## config.mk

```make
export PLATFORM = sky130hd
export DESIGN_NAME = mbp_port
export DESIGN_NICKNAME = d
export VERILOG_FILES = /design/src/verilog/mbp_pkg.sv /design/src/verilog/mbp_divider.sv /design/src/verilog/mbp_port.sv
export SDC_FILE = /design/constraint.sdc
export NUM_CORES = 1
export LEC_CHECK = 0
export BUFFER_PORTS_ARGS = -buffer_cell sky130_fd_sc_hd__buf_2
export CORE_MARGIN = 2
export CORE_UTILIZATION = 45
export CTS_CLUSTER_DIAMETER = 50
export DETAILED_ROUTE_END_ITERATION = 7
export PLACE_DENSITY = 0.75
export SLEW_MARGIN = 40
export SYNTH_ARGS = -nofsm -noshare
export SYNTH_HDL_FRONTEND = slang
export SYNTH_SLANG_ARGS = --single-unit
```

## constraint.sdc

```tcl
create_clock -name REF_CLK -period 8 [get_ports REF_CLK]
set_input_delay 0.8 -clock REF_CLK [delete_from_list [all_inputs] [get_ports REF_CLK]]
set_output_delay 0.8 -clock REF_CLK [all_outputs]
set_load 0.02 [all_outputs]
```

## src/verilog/mbp_pkg.sv

```systemverilog
package mbp_pkg;

	// Register word indices; AXI byte offset is four times the index
	localparam logic [1:0] IDX_RATE  = 2'h0;
	localparam logic [1:0] IDX_CTRL  = 2'h1;
	localparam logic [1:0] IDX_FLAG  = 2'h2;
	localparam logic [1:0] IDX_VALID = 2'h3;
	localparam logic [7:0] NUM_REGS  = 8'h04;

	// Field positions
	localparam int RATE_W        = 4;
	localparam int RATE_LSB      = 0;
	localparam int CTRL_SQUARE_WAVE_ENABLE_BIT = 3;
	localparam int CTRL_EN_LSB   = 4;
	localparam int FLAG_LSB      = 4;
	localparam int FLAG_IRQ_BIT  = 7;
	localparam int VALID_BIT     = 7;
	localparam int NUM_INT       = 3;

	// Reset values
	localparam logic [RATE_W-1:0]  RATE_RST = 4'h0;
	localparam logic [NUM_INT-1:0] EN_RST   = 3'h0;
	localparam logic [NUM_INT-1:0] FLAG_RST = 3'h0;

	// Divider chain and square-wave taps
	localparam int         CHAIN_W  = 22;
	localparam logic [4:0] TAP_BASE = 5'h06;
	localparam int         QUART_W  = 2;

	// Pin synchroniser width
	localparam int SYNC_W = 18;

	localparam logic [1:0] AXI_OKAY   = 2'h0;
	localparam logic [1:0] AXI_SLVERR = 2'h2;

	typedef enum logic {
		MBP_IDLE,
		MBP_LATCHED
	} mbp_state_t;

	typedef struct packed {
		logic       timebase;
		logic       div_sel;
		logic       strap;
		logic       ps;
		logic       init_n;
		logic       standby_n_n;
		logic       cs_n;
		logic       rw;
		logic       ds;
		logic       as;
		logic [7:0] ad;
	} mbp_pins_t;

	typedef struct packed {
		logic       hit;
		logic [1:0] idx;
	} mbp_sel_t;

	function automatic mbp_sel_t mbp_decode(input logic [7:0] w);
		mbp_sel_t r;
		r.hit = (w < NUM_REGS);
		r.idx = w[1:0];
		return r;
	endfunction

endpackage

```

## src/verilog/mbp_divider.sv

```systemverilog
`timescale 1ns/1ns
module mbp_divider
	import mbp_pkg::*;
(
	input  wire logic              clk,
	input  wire logic              rst,
	input  wire logic              timebase,
	input  wire logic              div_sel,
	input  wire logic [RATE_W-1:0] rate,
	output logic                   clk_out,
	output logic                   tap,
	output logic                   tap_rise
);

	logic [CHAIN_W-1:0] chain_q, chain_d;
	logic [QUART_W-1:0] quart_q, quart_d;
	logic               tb_prev_q;
	logic               clk_out_q, clk_out_d;
	logic               tap_q, tap_d;
	logic               tap_rise_q, tap_rise_d;
	logic               tb_rise;
	logic [4:0]         tap_idx;

	assign tb_rise = timebase && !tb_prev_q;
	assign tap_idx = {1'b0, rate} + TAP_BASE;

	always_comb begin
		chain_d    = tb_rise ? chain_q + 22'h1 : chain_q;
		quart_d    = tb_rise ? quart_q + 2'h1 : quart_q;
		// Top bit of a two-bit count gives a quarter of the time base
		clk_out_d  = div_sel ? timebase : quart_q[QUART_W-1];
		tap_d      = (rate == RATE_RST) ? 1'b0 : chain_q[tap_idx];
		tap_rise_d = tap_d && !tap_q;
	end

	always_ff @(posedge clk or posedge rst) begin
		if (rst) begin
			chain_q    <= '0;
			quart_q    <= '0;
			tb_prev_q  <= 1'b0;
			clk_out_q  <= 1'b0;
			tap_q      <= 1'b0;
			tap_rise_q <= 1'b0;
		end else begin
			chain_q    <= chain_d;
			quart_q    <= quart_d;
			tb_prev_q  <= timebase;
			clk_out_q  <= clk_out_d;
			tap_q      <= tap_d;
			tap_rise_q <= tap_rise_d;
		end
	end

	assign clk_out  = clk_out_q;
	assign tap      = tap_q;
	assign tap_rise = tap_rise_q;

endmodule // mbp_divider

```

## src/verilog/mbp_port.sv

```systemverilog
`timescale 1ns/1ns
module mbp_port
	import mbp_pkg::*;
(
	input  wire logic        REF_CLK,
	input  wire logic        RST,
	input  wire logic [7:0]  MUXED_ADDR_DATA_I,
	output logic      [7:0]  MUXED_ADDR_DATA_O,
	output logic             MUXED_ADDR_DATA_OE,
	input  wire logic        ADDRESS_STROBE,
	input  wire logic        DATA_STROBE,
	input  wire logic        READ_WRITE,
	input  wire logic        CHIP_SELECT_N,
	output logic             IRQ_N_O,
	output logic             IRQ_N_OE,
	input  wire logic        STANDBY_N,
	input  wire logic        INIT_IN_N,
	input  wire logic        POWER_SENSE_IN,
	input  wire logic        BUS_STYLE_STRAP,
	input  wire logic        CLOCK_OUT_DIVIDE_SELECT,
	input  wire logic        TIMEBASE_IN,
	output logic             CLOCK_OUTPUT,
	output logic             SQUARE_WAVE_OUT,
	input  wire logic        ALARM_EVENT,
	input  wire logic        UPDATE_EVENT,
	input  wire logic        S_AXI_AWVALID,
	output logic             S_AXI_AWREADY,
	input  wire logic [7:0]  S_AXI_AWADDR,
	input  wire logic        S_AXI_WVALID,
	output logic             S_AXI_WREADY,
	input  wire logic [31:0] S_AXI_WDATA,
	input  wire logic [3:0]  S_AXI_WSTRB,
	output logic             S_AXI_BVALID,
	input  wire logic        S_AXI_BREADY,
	output logic      [1:0]  S_AXI_BRESP,
	input  wire logic        S_AXI_ARVALID,
	output logic             S_AXI_ARREADY,
	input  wire logic [7:0]  S_AXI_ARADDR,
	output logic             S_AXI_RVALID,
	input  wire logic        S_AXI_RREADY,
	output logic      [31:0] S_AXI_RDATA,
	output logic      [1:0]  S_AXI_RRESP
);

	mbp_pins_t          sync1_q, pin, prev_q;
	mbp_state_t         state_q, state_d;
	logic [7:0]         addr_q, addr_d;
	logic [7:0]         ad_out_q, ad_out_d;
	logic               ad_oe_q, ad_oe_d;
	logic [RATE_W-1:0]  rate_q, rate_d;
	logic [NUM_INT-1:0] en_q, en_d;
	logic [NUM_INT-1:0] flag_q, flag_d;
	logic               sqw_en_q, sqw_en_d;
	logic               valid_q, valid_d;
	logic               open_q, open_d;
	logic               blocked_q, blocked_d;
	logic               irq_oe_q, irq_oe_d;
	logic               sqw_q, sqw_d;
	logic               aw_have_q, aw_have_d, w_have_q, w_have_d;
	logic               awready_q, awready_d, wready_q, wready_d;
	logic [7:0]         awaddr_q, awaddr_d;
	logic [7:0]         wdata_q, wdata_d;
	logic               wstrb_q, wstrb_d;
	logic               bvalid_q, bvalid_d, rvalid_q, rvalid_d;
	logic               arready_q, arready_d;
	logic [1:0]         bresp_q, bresp_d, rresp_q, rresp_d;
	logic [7:0]         rdata_q, rdata_d;
	logic [7:0]         rd_word [4];
	logic               tap, tap_rise;
	logic               as_fall, as_rise, rd_act, rd_end, wr_end, data_end;
	logic               access_ok, pending, pin_wr, pin_rd;
	logic               aw_hs, w_hs, ar_hs, do_wr;
	mbp_sel_t           pin_sel, aw_sel, ar_sel;

	// Every pin is asynchronous to REF_CLK
	always_ff @(posedge REF_CLK or posedge RST) begin
		if (RST) begin
			sync1_q <= '0;
			pin     <= '0;
			prev_q  <= '0;
		end else begin
			sync1_q <= {TIMEBASE_IN, CLOCK_OUT_DIVIDE_SELECT, BUS_STYLE_STRAP,
				POWER_SENSE_IN, INIT_IN_N, STANDBY_N, CHIP_SELECT_N,
				READ_WRITE, DATA_STROBE, ADDRESS_STROBE, MUXED_ADDR_DATA_I};
			pin     <= sync1_q;
			prev_q  <= pin;
		end
	end

	mbp_divider u_div (
		.clk      (REF_CLK),
		.rst      (RST),
		.timebase (pin.timebase),
		.div_sel  (pin.div_sel),
		.rate     (rate_q),
		.clk_out  (CLOCK_OUTPUT),
		.tap      (tap),
		.tap_rise (tap_rise)
	);

	assign as_fall = prev_q.as && !pin.as;
	assign as_rise = !prev_q.as && pin.as;
	// Strap selects how the two strobe pins are read
	assign rd_act  = pin.strap ? (pin.ds && pin.rw) : !pin.ds;
	assign rd_end  = pin.strap ? (prev_q.ds && !pin.ds && prev_q.rw)
		: (!prev_q.ds && pin.ds);
	assign wr_end  = pin.strap ? (prev_q.ds && !pin.ds && !prev_q.rw)
		: (!prev_q.rw && pin.rw);
	assign data_end = pin.strap ? (prev_q.ds && !pin.ds)
		: ((!prev_q.ds && pin.ds) || wr_end);

	assign access_ok = (state_q == MBP_LATCHED) && !pin.cs_n && !blocked_q;
	assign pin_sel   = mbp_decode(addr_q);
	assign pin_wr    = access_ok && wr_end && pin_sel.hit;
	assign pin_rd    = access_ok && rd_end && pin_sel.hit;
	assign pending   = |(flag_q & en_q);

	assign aw_hs  = S_AXI_AWVALID && awready_q;
	assign w_hs   = S_AXI_WVALID && wready_q;
	assign ar_hs  = S_AXI_ARVALID && arready_q;
	assign do_wr  = aw_have_q && w_have_q && !bvalid_q;
	assign aw_sel = mbp_decode({2'h0, awaddr_q[7:2]});
	assign ar_sel = mbp_decode({2'h0, S_AXI_ARADDR[7:2]});

	always_comb begin
		rd_word[IDX_RATE]  = '0;
		rd_word[IDX_CTRL]  = '0;
		rd_word[IDX_FLAG]  = '0;
		rd_word[IDX_VALID] = '0;
		rd_word[IDX_RATE][RATE_LSB +: RATE_W]     = rate_q;
		rd_word[IDX_CTRL][CTRL_EN_LSB +: NUM_INT] = en_q;
		rd_word[IDX_CTRL][CTRL_SQUARE_WAVE_ENABLE_BIT]          = sqw_en_q;
		rd_word[IDX_FLAG][FLAG_LSB +: NUM_INT]    = flag_q;
		rd_word[IDX_FLAG][FLAG_IRQ_BIT]           = pending;
		rd_word[IDX_VALID][VALID_BIT]             = valid_q;
	end

	always_comb begin
		state_d   = state_q;
		addr_d    = addr_q;
		case (state_q)
			MBP_IDLE: begin
				if (as_fall && !pin.cs_n) begin
					addr_d  = pin.ad;
					state_d = MBP_LATCHED;
				end
			end
			MBP_LATCHED: begin
				if (data_end || as_rise) begin
					state_d = MBP_IDLE;
				end
			end
			default: state_d = MBP_IDLE;
		endcase
		// Registered drive lags the strobe by one REF_CLK cycle
		ad_oe_d  = access_ok && rd_act && pin_sel.hit;
		ad_out_d = rd_word[pin_sel.idx];
		// Transparent while open; current cycle already used the old value
		open_d    = open_q;
		blocked_d = open_q ? !pin.standby_n_n : blocked_q;
		if (data_end) begin
			open_d    = 1'b1;
			blocked_d = !pin.standby_n_n;
		end else if (as_rise) begin
			open_d = 1'b0;
		end
	end

	always_comb begin
		aw_have_d = aw_have_q || aw_hs;
		w_have_d  = w_have_q || w_hs;
		awaddr_d  = aw_hs ? S_AXI_AWADDR : awaddr_q;
		wdata_d   = w_hs ? S_AXI_WDATA[7:0] : wdata_q;
		wstrb_d   = w_hs ? S_AXI_WSTRB[0] : wstrb_q;
		bvalid_d  = bvalid_q && !S_AXI_BREADY;
		bresp_d   = bresp_q;
		rate_d    = rate_q;
		en_d      = en_q;
		sqw_en_d  = sqw_en_q;
		if (do_wr) begin
			aw_have_d = 1'b0;
			w_have_d  = 1'b0;
			bvalid_d  = 1'b1;
			bresp_d   = aw_sel.hit ? AXI_OKAY : AXI_SLVERR;
			if (aw_sel.hit && wstrb_q && aw_sel.idx == IDX_RATE) begin
				rate_d = wdata_q[RATE_LSB +: RATE_W];
			end
			if (aw_sel.hit && wstrb_q && aw_sel.idx == IDX_CTRL) begin
				en_d     = wdata_q[CTRL_EN_LSB +: NUM_INT];
				sqw_en_d = wdata_q[CTRL_SQUARE_WAVE_ENABLE_BIT];
			end
		end
		// A pin write in the same cycle lands after the AXI one
		if (pin_wr && pin_sel.idx == IDX_RATE) begin
			rate_d = prev_q.ad[RATE_LSB +: RATE_W];
		end
		if (pin_wr && pin_sel.idx == IDX_CTRL) begin
			en_d     = prev_q.ad[CTRL_EN_LSB +: NUM_INT];
			sqw_en_d = prev_q.ad[CTRL_SQUARE_WAVE_ENABLE_BIT];
		end
		awready_d = !aw_have_d && !bvalid_d;
		wready_d  = !w_have_d && !bvalid_d;
		rvalid_d  = rvalid_q && !S_AXI_RREADY;
		rdata_d   = rdata_q;
		rresp_d   = rresp_q;
		if (ar_hs) begin
			rvalid_d = 1'b1;
			rdata_d  = ar_sel.hit ? rd_word[ar_sel.idx] : 8'h00;
			rresp_d  = ar_sel.hit ? AXI_OKAY : AXI_SLVERR;
		end
		arready_d = !rvalid_d;
		// New events win over a read clear in the same cycle
		flag_d = flag_q | {tap_rise, ALARM_EVENT, UPDATE_EVENT};
		if ((pin_rd && pin_sel.idx == IDX_FLAG)
			|| (ar_hs && ar_sel.hit && ar_sel.idx == IDX_FLAG)) begin
			flag_d = {tap_rise, ALARM_EVENT, UPDATE_EVENT};
		end
		valid_d = valid_q;
		if ((pin_rd && pin_sel.idx == IDX_VALID)
			|| (ar_hs && ar_sel.hit && ar_sel.idx == IDX_VALID)) begin
			valid_d = 1'b1;
		end
		if (!pin.ps) begin
			valid_d = 1'b0;
		end
		// Rate and divider are deliberately outside the init clear
		if (!pin.init_n) begin
			en_d     = EN_RST;
			flag_d   = FLAG_RST;
			sqw_en_d = 1'b0;
		end
		irq_oe_d = pending && pin.init_n;
		sqw_d    = sqw_en_q && tap;
	end

	always_ff @(posedge REF_CLK or posedge RST) begin
		if (RST) begin
			state_q   <= MBP_IDLE;
			addr_q    <= '0;
			ad_out_q  <= '0;
			ad_oe_q   <= 1'b0;
			rate_q    <= RATE_RST;
			en_q      <= EN_RST;
			flag_q    <= FLAG_RST;
			sqw_en_q  <= 1'b0;
			valid_q   <= 1'b0;
			open_q    <= 1'b0;
			blocked_q <= 1'b0;
			irq_oe_q  <= 1'b0;
			sqw_q     <= 1'b0;
			aw_have_q <= 1'b0;
			w_have_q  <= 1'b0;
			awready_q <= 1'b0;
			wready_q  <= 1'b0;
			awaddr_q  <= '0;
			wdata_q   <= '0;
			wstrb_q   <= 1'b0;
			bvalid_q  <= 1'b0;
			bresp_q   <= AXI_OKAY;
			arready_q <= 1'b0;
			rvalid_q  <= 1'b0;
			rdata_q   <= '0;
			rresp_q   <= AXI_OKAY;
		end else begin
			state_q   <= state_d;
			addr_q    <= addr_d;
			ad_out_q  <= ad_out_d;
			ad_oe_q   <= ad_oe_d;
			rate_q    <= rate_d;
			en_q      <= en_d;
			flag_q    <= flag_d;
			sqw_en_q  <= sqw_en_d;
			valid_q   <= valid_d;
			open_q    <= open_d;
			blocked_q <= blocked_d;
			irq_oe_q  <= irq_oe_d;
			sqw_q     <= sqw_d;
			aw_have_q <= aw_have_d;
			w_have_q  <= w_have_d;
			awready_q <= awready_d;
			wready_q  <= wready_d;
			awaddr_q  <= awaddr_d;
			wdata_q   <= wdata_d;
			wstrb_q   <= wstrb_d;
			bvalid_q  <= bvalid_d;
			bresp_q   <= bresp_d;
			arready_q <= arready_d;
			rvalid_q  <= rvalid_d;
			rdata_q   <= rdata_d;
			rresp_q   <= rresp_d;
		end
	end

	assign MUXED_ADDR_DATA_O  = ad_out_q;
	assign MUXED_ADDR_DATA_OE = ad_oe_q;
	assign IRQ_N_O            = 1'b0;
	assign IRQ_N_OE           = irq_oe_q;
	assign SQUARE_WAVE_OUT    = sqw_q;
	assign S_AXI_AWREADY      = awready_q;
	assign S_AXI_WREADY       = wready_q;
	assign S_AXI_BVALID       = bvalid_q;
	assign S_AXI_BRESP        = bresp_q;
	assign S_AXI_ARREADY      = arready_q;
	assign S_AXI_RVALID       = rvalid_q;
	assign S_AXI_RDATA        = {24'h000000, rdata_q};
	assign S_AXI_RRESP        = rresp_q;
endmodule // mbp_port

```

# ---- Word-level counts from Yosys, hierarchy flattened
# Cells that the tools add are included.
# W data, S select, Z words.
dict set report word_totals {
  regBits 143
  in_bits 79
  out_inout_bits 54
  elab_cells 198
}
dict set report classes {
  n_addsub 3
  magnitude_cmp 6
  eq_ne 9
  mux 43
  bitwise 5
  n_reduce_logical 74
}
# operator n
set op_table {}
lappend op_table {{$logic_and A1 B1 Y1} 40}
lappend op_table {{$mux W8} 5}
lappend op_table {{$bmux W8 S2} 2}
lappend op_table {{$mux W1} 23}
lappend op_table {{$add A22 B1 Y22 const B} 1}
lappend op_table {{$mux W3} 6}
lappend op_table {{$logic_not A1 Y1} 17}
lappend op_table {{$lt A6 B3 Y1 const B} 2}
lappend op_table {{$mux W4} 3}
lappend op_table {{$eq A2 B2 Y1 const B} 4}
lappend op_table {{$lt A8 B3 Y1 const B} 1}
lappend op_table {{$reduce_bool A2 Y1} 4}
lappend op_table {{$ge A3 B3 Y1 const B} 2}
lappend op_table {{$logic_or A1 B1 Y1} 6}
lappend op_table {{$lt A5 B6 Y1 const B} 1}
lappend op_table {{$ne A3 B1 Y1 const B} 2}
lappend op_table {{$not A2 Y3} 2}
lappend op_table {{$reduce_and A2 Y1} 3}
lappend op_table {{$add A4 B3 Y5 const B} 1}
lappend op_table {{$bmux W1 S5} 1}
lappend op_table {{$eq A2 B1 Y1 const B} 2}
lappend op_table {{$logic_not A2 Y1} 2}
lappend op_table {{$logic_not A4 Y1} 1}
lappend op_table {{$mux W2} 2}
lappend op_table {{other kinds (7)} 7}

# ---- Logic depth before layout (Yosys ltp)
# Gate-level depths: netlist of the first run.
dict set report depth {
  ltp_word 10
  mapped_depth 8
  depth_no_buf 6
}

# ---- Hierarchy
# From an unflattened synthesis of the first run, not the netlist that was laid out.
dict set report hier_totals {
  hier_cells 423
  hier_area_um2 5604.1
}
# module n_inst cells_each area_per_inst_um2 seq_area_each_um2
set by_module_without_submodules {}
lappend by_module_without_submodules {mbp_port 1 290 4117.7 2777.7}
lappend by_module_without_submodules {mbp_divider 1 133 1486.4 700.7}

# ---- Worst setup path before layout of the first run
# Ideal clock, no wire load.
dict set report synth_path {
  path_type {input to register}
  startpoint {input port S_AXI_ARADDR[7]}
  endpoint {register rdata_q[3]}
  setup_ns 0.067
  arrival_time_ns 2.049
  t_required_ns 7.933
  slack_ns 5.884
  cell_stages 4
  n_path_buf 0
  cell_sequence {or4_1 > nor4b_1 > a222oi_1 > inv_1}
}
dict set report synth_between {
  elab_chain_len 2
}
# item line
set synth_rtl {}
lappend synth_rtl {{start: declaration} mbp_port.sv:38} ;# input wire logic [7:0] S_AXI_ARADDR,
lappend synth_rtl {{$lt A6 B3 Y1} mbp_pkg.sv:62} ;# r.hit = (w < NUM_REGS);
lappend synth_rtl {{$mux W8} mbp_port.sv:208} ;# rdata_d = ar_sel.hit ? rd_word[ar_sel.idx] : 8'h00;
lappend synth_rtl {{end signal: assignment} mbp_port.sv:289} ;# rdata_q <= rdata_d;
lappend synth_rtl {{end: declaration} mbp_port.sv:67} ;# logic [7:0] rdata_q, rdata_d;
# Every way passes these cells.
# A chain may end at the register's enable or synchronous reset.

# ---- Worst setup path in the final report of the first run
dict set report layout_path {
  startpoint {register rate_q[1]}
  endpoint {register u_div.tap_rise_q, in the netlist u_div.tap_rise}
}
dict set report layout_between {
  elab_chain_len 5
  elab_cells_between_ends 6
  classes_between {add/sub: 1; mux: 3; reduce/logical: 2}
}
# item line
set layout_rtl {}
lappend layout_rtl {{start: declaration} mbp_port.sv:50} ;# logic [RATE_W-1:0] rate_q, rate_d;
lappend layout_rtl {{start signal: assignment} mbp_port.sv:269} ;# rate_q <= rate_d;
lappend layout_rtl {{$add A4 B3 Y5} mbp_divider.sv:25} ;# assign tap_idx = {1'b0, rate} + TAP_BASE;
lappend layout_rtl {{$bmux W1 S5} mbp_divider.sv:32} ;# tap_d = (rate == RATE_RST) ? 1'b0 : chain_q[tap_idx];
lappend layout_rtl {{$mux W1 (not written as such)} mbp_divider.sv:32}
lappend layout_rtl {{$mux W1 *} mbp_divider.sv:32}
lappend layout_rtl {{$logic_and A1 B1 Y1 *} mbp_divider.sv:33} ;# tap_rise_d = tap_d && !tap_q;
lappend layout_rtl {{net u_div.tap_rise_d} mbp_divider.sv:20} ;# logic tap_rise_q, tap_rise_d;
lappend layout_rtl {{end signal: assignment} mbp_divider.sv:50} ;# tap_rise_q <= tap_rise_d;
lappend layout_rtl {{end: declaration} mbp_divider.sv:20}
# The timed path passes the listed nets; every way through them passes the cells marked *. The select of a mux whose other input is x is not followed.

==> results.ini, run 1 <==
[critical_path]
path_buf_inv = 1
r2r_end = u_div.tap_rise$_DFF_PP0_
r2r-start = rate_q[1]$_DFFE_PP0P_
critPathKind = reg2reg
max_stage_delay_ps = 550
worstPathCellList = inv_1 -> ha_1 -> mux4_2 -> and2_1 -> o2111ai_1 -> a31oi_1
end_kind = flop
worstPathRequired_ps = 8290
worstPathArrival_ps = 2540
cp-start-kind = flop
rrSetupSlack_ps = 5750
path_delay_family = flip-flops
worstPathMaxFanout = 11
slowest_stage = dfrtp_1
worst_r2r_path_depth = 6

[cts]
cts_tree = done
cts_buffers = 17
htreeDepth = 4
hold_buffers = 0
cts-root-buf = clkbuf_16
clkLatencyLatePin_ps = 420
cts_buffer_depth = 2
cts_sinks = 139
cts_setup_buffers = 0
clk_pin_slew_ps = 60
cts_resized = 0

[logic_synthesis]
synth_seq_cells = 139
synth_mux_area_share_pct = 9.98
synth_seq_area_share_pct = 62.6
synthXorXnorAreaFrac_pct = 3.78
synth_area_sq_um = 5560
yosysUniqueCellTypes = 56
synth_top_area_share_pct = 62.6
synthAdderAreaFrac_pct = 0.450
async_flop_share_pct = 100
yosysTopAreaCell = dfrtp_1
synth_commonest_cells = dfrtp_1, mux2_2, buf_4
synth_edf_count = 0
ys_top_cells_by_area = dfrtp_1, mux2_2, buf_4
synthFlopType = dfrtp_1
avgSynthCellArea_sq_um = 13.3
yosys.area_share.simple_pct = 10.8
synth_compound_area_share_pct = 6.37
syn_inst = 417
synth_top_family_by_area = simple AND/OR/NAND/NOR gates
yosys_warnings = 0
synth.most_common_cell = dfrtp_1

[die]
fp.dieW_microns = 115
dieHeight_microns = 115
dieArea_sq_um = 13300
core_area_sq_um = 12000
start_util_pct = 46.3
ios = 133
rows = 40

[worst_hold_path]
min_path_cells = 0
whs_endpoint = pin[2]$_DFF_PP0_
hp-start = sync1_q[2]$_DFF_PP0_
hold_class = reg2reg

[power_and_ir_drop]
switching_share_pct = 27.2
powerDensity_nw_per_um2 = 310
combPwrFrac_pct = 16.1
p_switching_w = 0.000555
seqPwrFrac_pct = 45.1
internal-power_w = 0.00149
p_clk_share_pct = 38.8
ir_worst_vdd_mv = 0.162
power.leakage_nw = 3.16

[sta]
setup_viol = 0
rsz0062_at_grt = no
final-hold-violation-count = 0
fin_worst_skew_ps = 8.42
fmax_ghz = 0.444
report.final.slew_viol_count = 0
fin_crit_ps = 2250
max_slew_margin_pct = 55.7
max_slew.worst_pin.slew_ps = 664
post-route-period-util_pct = 28.1
tns_ps = 0

[routing]
vias = 3394
drt_wl_total_mm = 9.99
wl_per_cell_microns = 15.2
drt-vias-per-instance = 5.16
drc = 0
drt_iter0_drc = 205
drtPass1Iterations = 5
final_antenna_net_count = 0

[flow_run]
cap_violations = 0

[status]
outcome = complete, no violations

[finish]
area_growth_pct = 18.4
fin_area_sq_um = 6580
nNetsFinal = 579
n_antenna_cell = 0
drive_gt1_share_pct = 29.9

[global_routing]
antenna_found_initial = 0
grt_pass1_wl_mm = 16.8
grt_max_degree = 79
overflow = 0
grt_pass1_vias = 3536
grt.total_usage_pct = 16.9

[place]
placed_area_sq_um = 5960
hpwlAfterDp_mm = 6.91
io_buffers = 73
gp_congestion = 0.817

-- layer usage --
| layer | track usage (%) | wire length [microns] |
|---|---|---|
| met3 | 5.48 | 459 |
| met2 | 27.5 | 4930 |
| met5 | 0 | 0 |
| met1 | 20.5 | 4400 |
| met4 | 7.95 | 197 |
-- power groups by stage --
stage,combinational (W),clock [W],sequential [W]
2_1_floorplan,0.000272,0,0.000908
3_3_place_gp,0.000315,0,0.000926
3_5_place_dp,0.000330,0,0.000933
4_1_cts,0.000333,0.000806,0.000922
5_1_grt,0.000368,0.000840,0.000940
6_report,0.000329,0.000791,0.000921
-- stage by stage --
stage	power, W	util [%]	worst slack, ps	instances	hold WS [ps]
global placement	0.00124	49.6	5540	626	332
floorplan	0.00118	-	3480	443	331
finish	0.00204	54.8	5750	658	345
CTS	0.00206	54.6	5760	658	348
detailed placement	0.00126	49.6	5490	626	335
global route	0.00215	54.8	5570	658	349
-- kinds of logic (layout without fill, tap and decap cells) --
logic type | Yosys count | count (layout)
other | 1 | 27
AND/OR/NAND/NOR | 101 | 101
flip-flops | 139 | 139
AO/OA/AOI/OAI | 47 | 47
adder cells (fa/ha/maj) | 2 | 2
buffers and inverters | 56 | 124
multiplexers | 47 | 47
XOR/XNOR | 24 | 24
-- how the worst max path moves through the flow --
stage | from | end | slack [ps] | depth (start not counted)
floorplan | RST | IRQ_N_OE$_DFF_PP0_ | 3480 | 1
global placement | S_AXI_ARADDR[7] | rdata_q[4]$_DFFE_PP0P_ | 5540 | 5
detailed placement | S_AXI_ARADDR[7] | rdata_q[4]$_DFFE_PP0P_ | 5490 | 5
CTS | rate_q[1]$_DFFE_PP0P_ | u_div.tap_rise$_DFF_PP0_ | 5760 | 6
global route | rate_q[1]$_DFFE_PP0P_ | u_div.tap_rise$_DFF_PP0_ | 5570 | 6
finish | rate_q[1]$_DFFE_PP0P_ | u_div.tap_rise$_DFF_PP0_ | 5750 | 6
-- flip-flops by register name (all words and copies together), names as in the netlist, 2 cells and up --
name and count:
awaddr_q 6, flag_q 3, prev_q 10, MUXED_ADDR_DATA_O 8, en_q 3, sync1_q 18, pin 18, rdata_q 8
u_div.quart_q 2, u_div.chain_q 22, addr_q 8, rate_q 4, wdata_q 7
-- layout make-up --
cell class | instances | area (sq um)
Clock buffer | 21 | 460
Tap cell | 147 | 184
Inverter | 18 | 72.6
Sequential cell | 139 | 3480
Multi-Input combinational cell | 248 | 1870
Fill cell | 1012 | 5430
Clock inverter | 11 | 143
Timing Repair Buffer | 74 | 377
-- worst register-to-register path, delay by kind of cell, from the launching register on --
| kind | cells | cell delay [ps] |
|---|---|---|
| AO/OA/AOI/OAI | 2 | 370 |
| adder cells (fa/ha/maj) | 1 | 510 |
| buffers and inverters | 1 | 170 |
| flip-flops | 1 | 550 |
| multiplexers | 1 | 340 |
| AND/OR/NAND/NOR | 1 | 170 |
-- placed cells by master (no fill, tap or decap), types with 8 or more instances in the layout --
cell type	netlist	routed
xnor2_1	14	14
mux2_2	31	31
nor3_1	9	9
dfrtp_1	139	139
conb_1	1	27
a21oi_1	10	10
inv_1	18	17
nand4_1	9	9
nand2_1	17	17
clkbuf_16	0	17
buf_2	2	73
xor2_1	10	10
nor2b_1	8	8
nor2_1	13	13
mux2i_1	10	10
Power figures use the tool's default switching activity.
==> inputs of run 2 (changes only) <==
- ABC_AREA: default -> 1
- PLACE_DENSITY: 0.75 -> 0.77
- clock period: 8 -> 1.87 ns (I/O delays scaled with it)
==> results.ini, run 2 <==
[finish]
most-common-layout-cells = dfrtp_1, nand2_1, buf_2, inv_1, nand3_1
nNetsFinal = 785
nFillCells = 1060
largest_register_ffs = 22
multiInputGateArea_sq_um = 1850
seq_area_sq_um = 3480
final_common_cell = dfrtp_1
layout.cells.non_filler = 889
regMostFlops = u_div.chain_q
n_antenna_cell = 0
drive_gt1_share_pct = 21.1
area_growth_pct = 25.0
reg.largest.list = u_div.chain_q x22, pin x18, sync1_q x18

[sta]
tns_ps = 0
fmax_ghz = 0.623
rsz0062_at_grt = no
max_slew.worst_pin.slew_ps = 483
fin_worst_skew_ps = 9.82
fin_crit_ps = 1600
post-route-period-util_pct = 85.8
report.final.slew_viol_count = 0
final-hold-violation-count = 0
hold_ws_ps = 6.51
max_slew_margin_pct = 67.0
setup_viol = 0

[cts]
cts_buffer_depth = 2
cts_setup_buffers = 0
hold_buffers = 31
cts-root-buf = clkbuf_16
htreeDepth = 4
cts_tree = done
clk_pin_slew_ps = 60
cts_buffers = 17
cts_resized = 0
cts_sinks = 139
clkLatencyLatePin_ps = 420

[routing]
drt_iter0_drc = 227
drc = 0
vias = 4157
drt-vias-per-instance = 4.68
final_antenna_net_count = 0
drt_wl_total_mm = 11.3
wl_per_cell_microns = 12.7
drtPass1Iterations = 4

[logic_synthesis]
synth_seq_cells = 139
synthFlopType = dfrtp_1
ys_top_cells_by_area = dfrtp_1, nand2_1, inv_1
synth_mux_area_share_pct = 1.17
yosysUniqueCellTypes = 39
syn_inst = 582
synth_area_sq_um = 5770
synth_commonest_cells = dfrtp_1, nand2_1, inv_1
avgSynthCellArea_sq_um = 9.91
synth_top_family_by_area = simple AND/OR/NAND/NOR gates
async_flop_share_pct = 100
synthXorXnorAreaFrac_pct = 3.49
yosys_warnings = 0
yosysTopAreaCell = dfrtp_1
synth_seq_area_share_pct = 60.3
synthAdderAreaFrac_pct = 0.434
synth.most_common_cell = dfrtp_1
synth_compound_area_share_pct = 5.03
yosys.area_share.simple_pct = 20.2
synth_edf_count = 0
synth_top_area_share_pct = 60.3

[die]
core_area_sq_um = 12600
rows = 41
start_util_pct = 45.9
dieArea_sq_um = 13700
ios = 133
dieHeight_microns = 117
fp.dieW_microns = 117

[critical_path]
worstPathRequired_ps = 2220
path_delay_family = simple AND/OR/NAND/NOR gates
max_stage_delay_ps = 380
worstPathCellList = nor2_1 -> nand3_1 -> nor2_4 -> nand3_2 -> a21oi_1 -> nand2_1 -> nand2_1
critPathKind = reg2reg
worstPathMaxFanout = 13
cpMostUsedCell = nand2_1
cp-start-kind = flop
end_kind = flop
path_buf_inv = 0
slowest_stage = dfrtp_1
worstPathArrival_ps = 1960

[global_routing]
grt_pass1_vias = 4167
overflow = 0
grt_max_degree = 56
antenna_found_initial = 0
grt.total_usage_pct = 18.2
grt_pass1_wl_mm = 19.0

[power_and_ir_drop]
power.leakage_nw = 3.61
ir_worst_vdd_mv = 0.752
power.total_w = 0.00880
powerDensity_nw_per_um2 = 1220

[place]
placed_cells = 826
io_buffers = 73
gp_congestion = 0.883
hpwlAfterDp_mm = 7.71

[flow_run]
cap_violations = 0

[status]
outcome = complete, no violations

[worst_hold_path]
hold_class = in2reg

[run 2: changes by cell type after synthesis, moves of 8 or more]
cell	before	now
xor2_1	10	22
o211ai_1	0	8
inv_1	18	71
mux2_2	31	6
nand3_1	6	41
nor2b_1	8	0
inv_2	0	9
o21ai_0	3	20
xnor2_1	14	1
nand2_1	17	138
mux2i_1	10	0
nor2_1	13	32
[run 2: metal layers]
layer	part of all wire, %	wire length (microns)	up-vias	GRT usage (%)
li1	-	-	2021	-
met1	44	4910	1988	22.6
met2	49	5540	132	29.8
met3	5.7	641	16	4.94
met4	1.4	157	0	8.63
met5	0	0	-	0
[run 2: cell families (layout without fill, tap and decap cells)]
family                   count (synthesis)  after routing
AND/OR/NAND/NOR                        247            247
flip-flops                             139            139
buffers and inverters                  114            223
AO/OA/AOI/OAI                           50             50
XOR/XNOR                                23             23
multiplexers                             6              6
adder cells (fa/ha/maj)                  2              2
other                                    1             27
[run 2: final cells by class]
cell class / count / share of cell area, %
clock buffers: 19 / 6.28
repair buffers: 111 / 10.5
flip-flops and latches: 139 / 48.3
clock inverters: 13 / 2.14
multi-input cells: 355 / 25.7
well taps: 172 / 2.99
inverters: 80 / 4.22
[run 2: power breakdown]
part,switching (W),internal (W)
Combinational,0.000993,0.000593
Clock,0.00133,0.00207
Sequential,0.000328,0.00349
[run 2: final timing paths]
check | start | endpoint | slack, ps | cells past startpoint
worst min register to register | sync1_q[13]$_DFF_PP0_ | pin[13]$_DFF_PP0_ | 350 | 0
worst min-delay path | S_AXI_WDATA[0] | wdata_q[0]$_DFFE_PP0P_ | 7 | 3
worst max-delay path | addr_q[2]$_DFFE_PP0P_ | en_q[0]$_DFFE_PP0P_ | 270 | 7
max in group asynchronous | RST | pin[9]$_DFF_PP0_ | 950 | 4
min in group asynchronous | RST | pin[0]$_DFF_PP0_ | 330 | 3
worst max register to register | addr_q[2]$_DFFE_PP0P_ | en_q[0]$_DFFE_PP0P_ | 270 | 7
[run 2: tightest hold or removal path: stages]
cell and delay [ps]:
buf_2 90, nand2_1 40, o21ai_0 60
[run 2: stage by stage]
stage                     setup WS, ps  cell area (sq um)  utilization [%]
final                              266               7210             57.3
after global routing              71.3               7210             57.3
after CTS                          260               7210             57.3
after detailed placement           275               6290             50.0
after global placement             339               6290             50.0
after floorplan                  -52.1               5870                -
==> inputs of run 3 (changes only) <==
- CTS_BUF_LIST: default -> sky130_fd_sc_hd__clkbuf_2 sky130_fd_sc_hd__clkbuf_4 sky130_fd_sc_hd__clkbuf_8
==> results.ini, run 3 (synthesized netlist as in run 2, its figures left out) <==
[finish]
multiInputGateArea_sq_um = 1850
utilization_pct = 56.3
most-common-layout-cells = dfrtp_1, nand2_1, buf_2, inv_1, nand3_1
area_growth_pct = 22.7
seq_area_sq_um = 3480
final_common_cell = dfrtp_1
nNetsFinal = 791
largest_register_ffs = 22
nFillCells = 1094
regMostFlops = u_div.chain_q
drive_gt1_share_pct = 20.9
n_antenna_cell = 0
layout.cells.non_filler = 895
reg.largest.list = u_div.chain_q x22, pin x18, sync1_q x18

[global_routing]
grtUsageMet2_pct = 29.2
antenna_found_initial = 0
gr-usage-met3_pct = 4.79
overflow = 0
grt.total_usage_pct = 17.8
grt_max_degree = 56
gr-usage-met1_pct = 22.5
grt.busiest_layer = met2
grt_pass1_wl_mm = 18.6
grt_pass1_vias = 4090

[cts]
cts-root-buf = clkbuf_8
htreeDepth = 4
cts_setup_buffers = 0
clk_pin_slew_ps = 80
hold_buffers = 37
cts_resized = 0
cts_buffer_depth = 2
clkLatencyLatePin_ps = 450
cts_tree = done
cts_buffers = 17
cts_sinks = 139

[power_and_ir_drop]
power.leakage_nw = 3.55
powerDensity_nw_per_um2 = 1120
ir_worst_vdd_mv = 0.751

[routing]
drt_wl_total_mm = 11.1
vias = 4173
drtPass1Iterations = 7
drc = 0
final_antenna_net_count = 0
wl_per_cell_microns = 12.4
drt-vias-per-instance = 4.66
drt_iter0_drc = 260

[critical_path]
worst_r2r_path_depth = 7
critPathKind = reg2reg
worstPathMaxFanout = 13
cp-start-kind = flop
worstPathRequired_ps = 2250
r2r-start = addr_q[7]$_DFFE_PP0P_
critPathLaunch = addr_q[7]$_DFFE_PP0P_
worstPathArrival_ps = 2010
end_kind = flop
rrSetupSlack_ps = 240

[sta]
max_slew.worst_pin.slew_ps = 486
report.final.slew_viol_count = 0
fmax_ghz = 0.613
rsz0062_at_grt = no
post-route-period-util_pct = 87.3
fin_worst_skew_ps = 18.9
max_slew_margin_pct = 66.8
setup_viol = 0
fin_ws_ps = 238
fin_crit_ps = 1630
final-hold-violation-count = 0

[die]
core_area_sq_um = 12600
rows = 41
dieHeight_microns = 117
dieArea_sq_um = 13700
start_util_pct = 45.9
fp.dieW_microns = 117
ios = 133

[place]
io_buffers = 73
placed_cells = 826
pre_cts_ws_ps = 275
hpwlAfterDp_mm = 7.71
gp_congestion = 0.883

[flow_run]
cap_violations = 0

[worst_hold_path]
min_path_cells = 3
hold_class = in2reg
hp-start = S_AXI_ARADDR[2]

[status]
outcome = complete, no violations

-- run 3: cell count changes in the layout (fill, tap and decap cells not counted) --
cell           previous run  this run
clkbuf_16                17         0
clkbuf_8                  2        19
dlygate4sd3_1            31        37
-- run 3: final timing paths --
path | end
max in group asynchronous | pin[3]$_DFF_PP0_
setup / recovery | en_q[0]$_DFFE_PP0P_
setup reg to reg | en_q[0]$_DFFE_PP0P_
hold / removal | valid_q$_DFFE_PP0P_
min in group asynchronous | pin[0]$_DFF_PP0_
hold reg to reg | pin[6]$_DFF_PP0_
-- run 3: metrics by stage --
step                power [W]  setup TNS, ps  hold slack [ps]  cell area [sq um]
floorplan             0.00497          -7240              218               5870
global placement      0.00531              0              215               6290
detailed placement    0.00537              0              220               6290
CTS                   0.00797              0             78.9               7080
global route          0.00841              0              124               7080
finish                0.00791              0              118               7080
-- run 3: area by class of cell --
| type | count | area share [%] |
|---|---|---|
| Tap cell | 172 | 3.04 |
| Timing Repair Buffer | 117 | 11.5 |
| Multi-Input combinational cell | 355 | 26.1 |
| Sequential cell | 139 | 49.2 |
| Inverter | 80 | 4.30 |
| Clock inverter | 13 | 2.18 |
| Clock buffer | 19 | 3.70 |
-- run 3: critical path: stages (launching register included) --
cell,delay (ps)
dfrtp_1,390
nor2_1,130
nand3_1,170
nor2_4,170
nand3_2,220
a21oi_1,320
nand2_1,110
nand2_1,60
-- run 3: per-layer routing --
| metal | share of wire (%) | routed length [microns] | vias up |
|---|---|---|---|
| met3 | 5.3 | 584 | 15 |
| li1 | - | - | 2036 |
| met1 | 45 | 4940 | 1982 |
| met2 | 49 | 5400 | 140 |
| met5 | 0 | 0 | - |
| met4 | 1.5 | 169 | 0 |
-- run 3: report_power, final --
| group | switching, W | internal (W) |
|---|---|---|
| Combinational | 0.000984 | 0.000601 |
| Sequential | 0.000326 | 0.00348 |
| Clock | 0.00123 | 0.00129 |
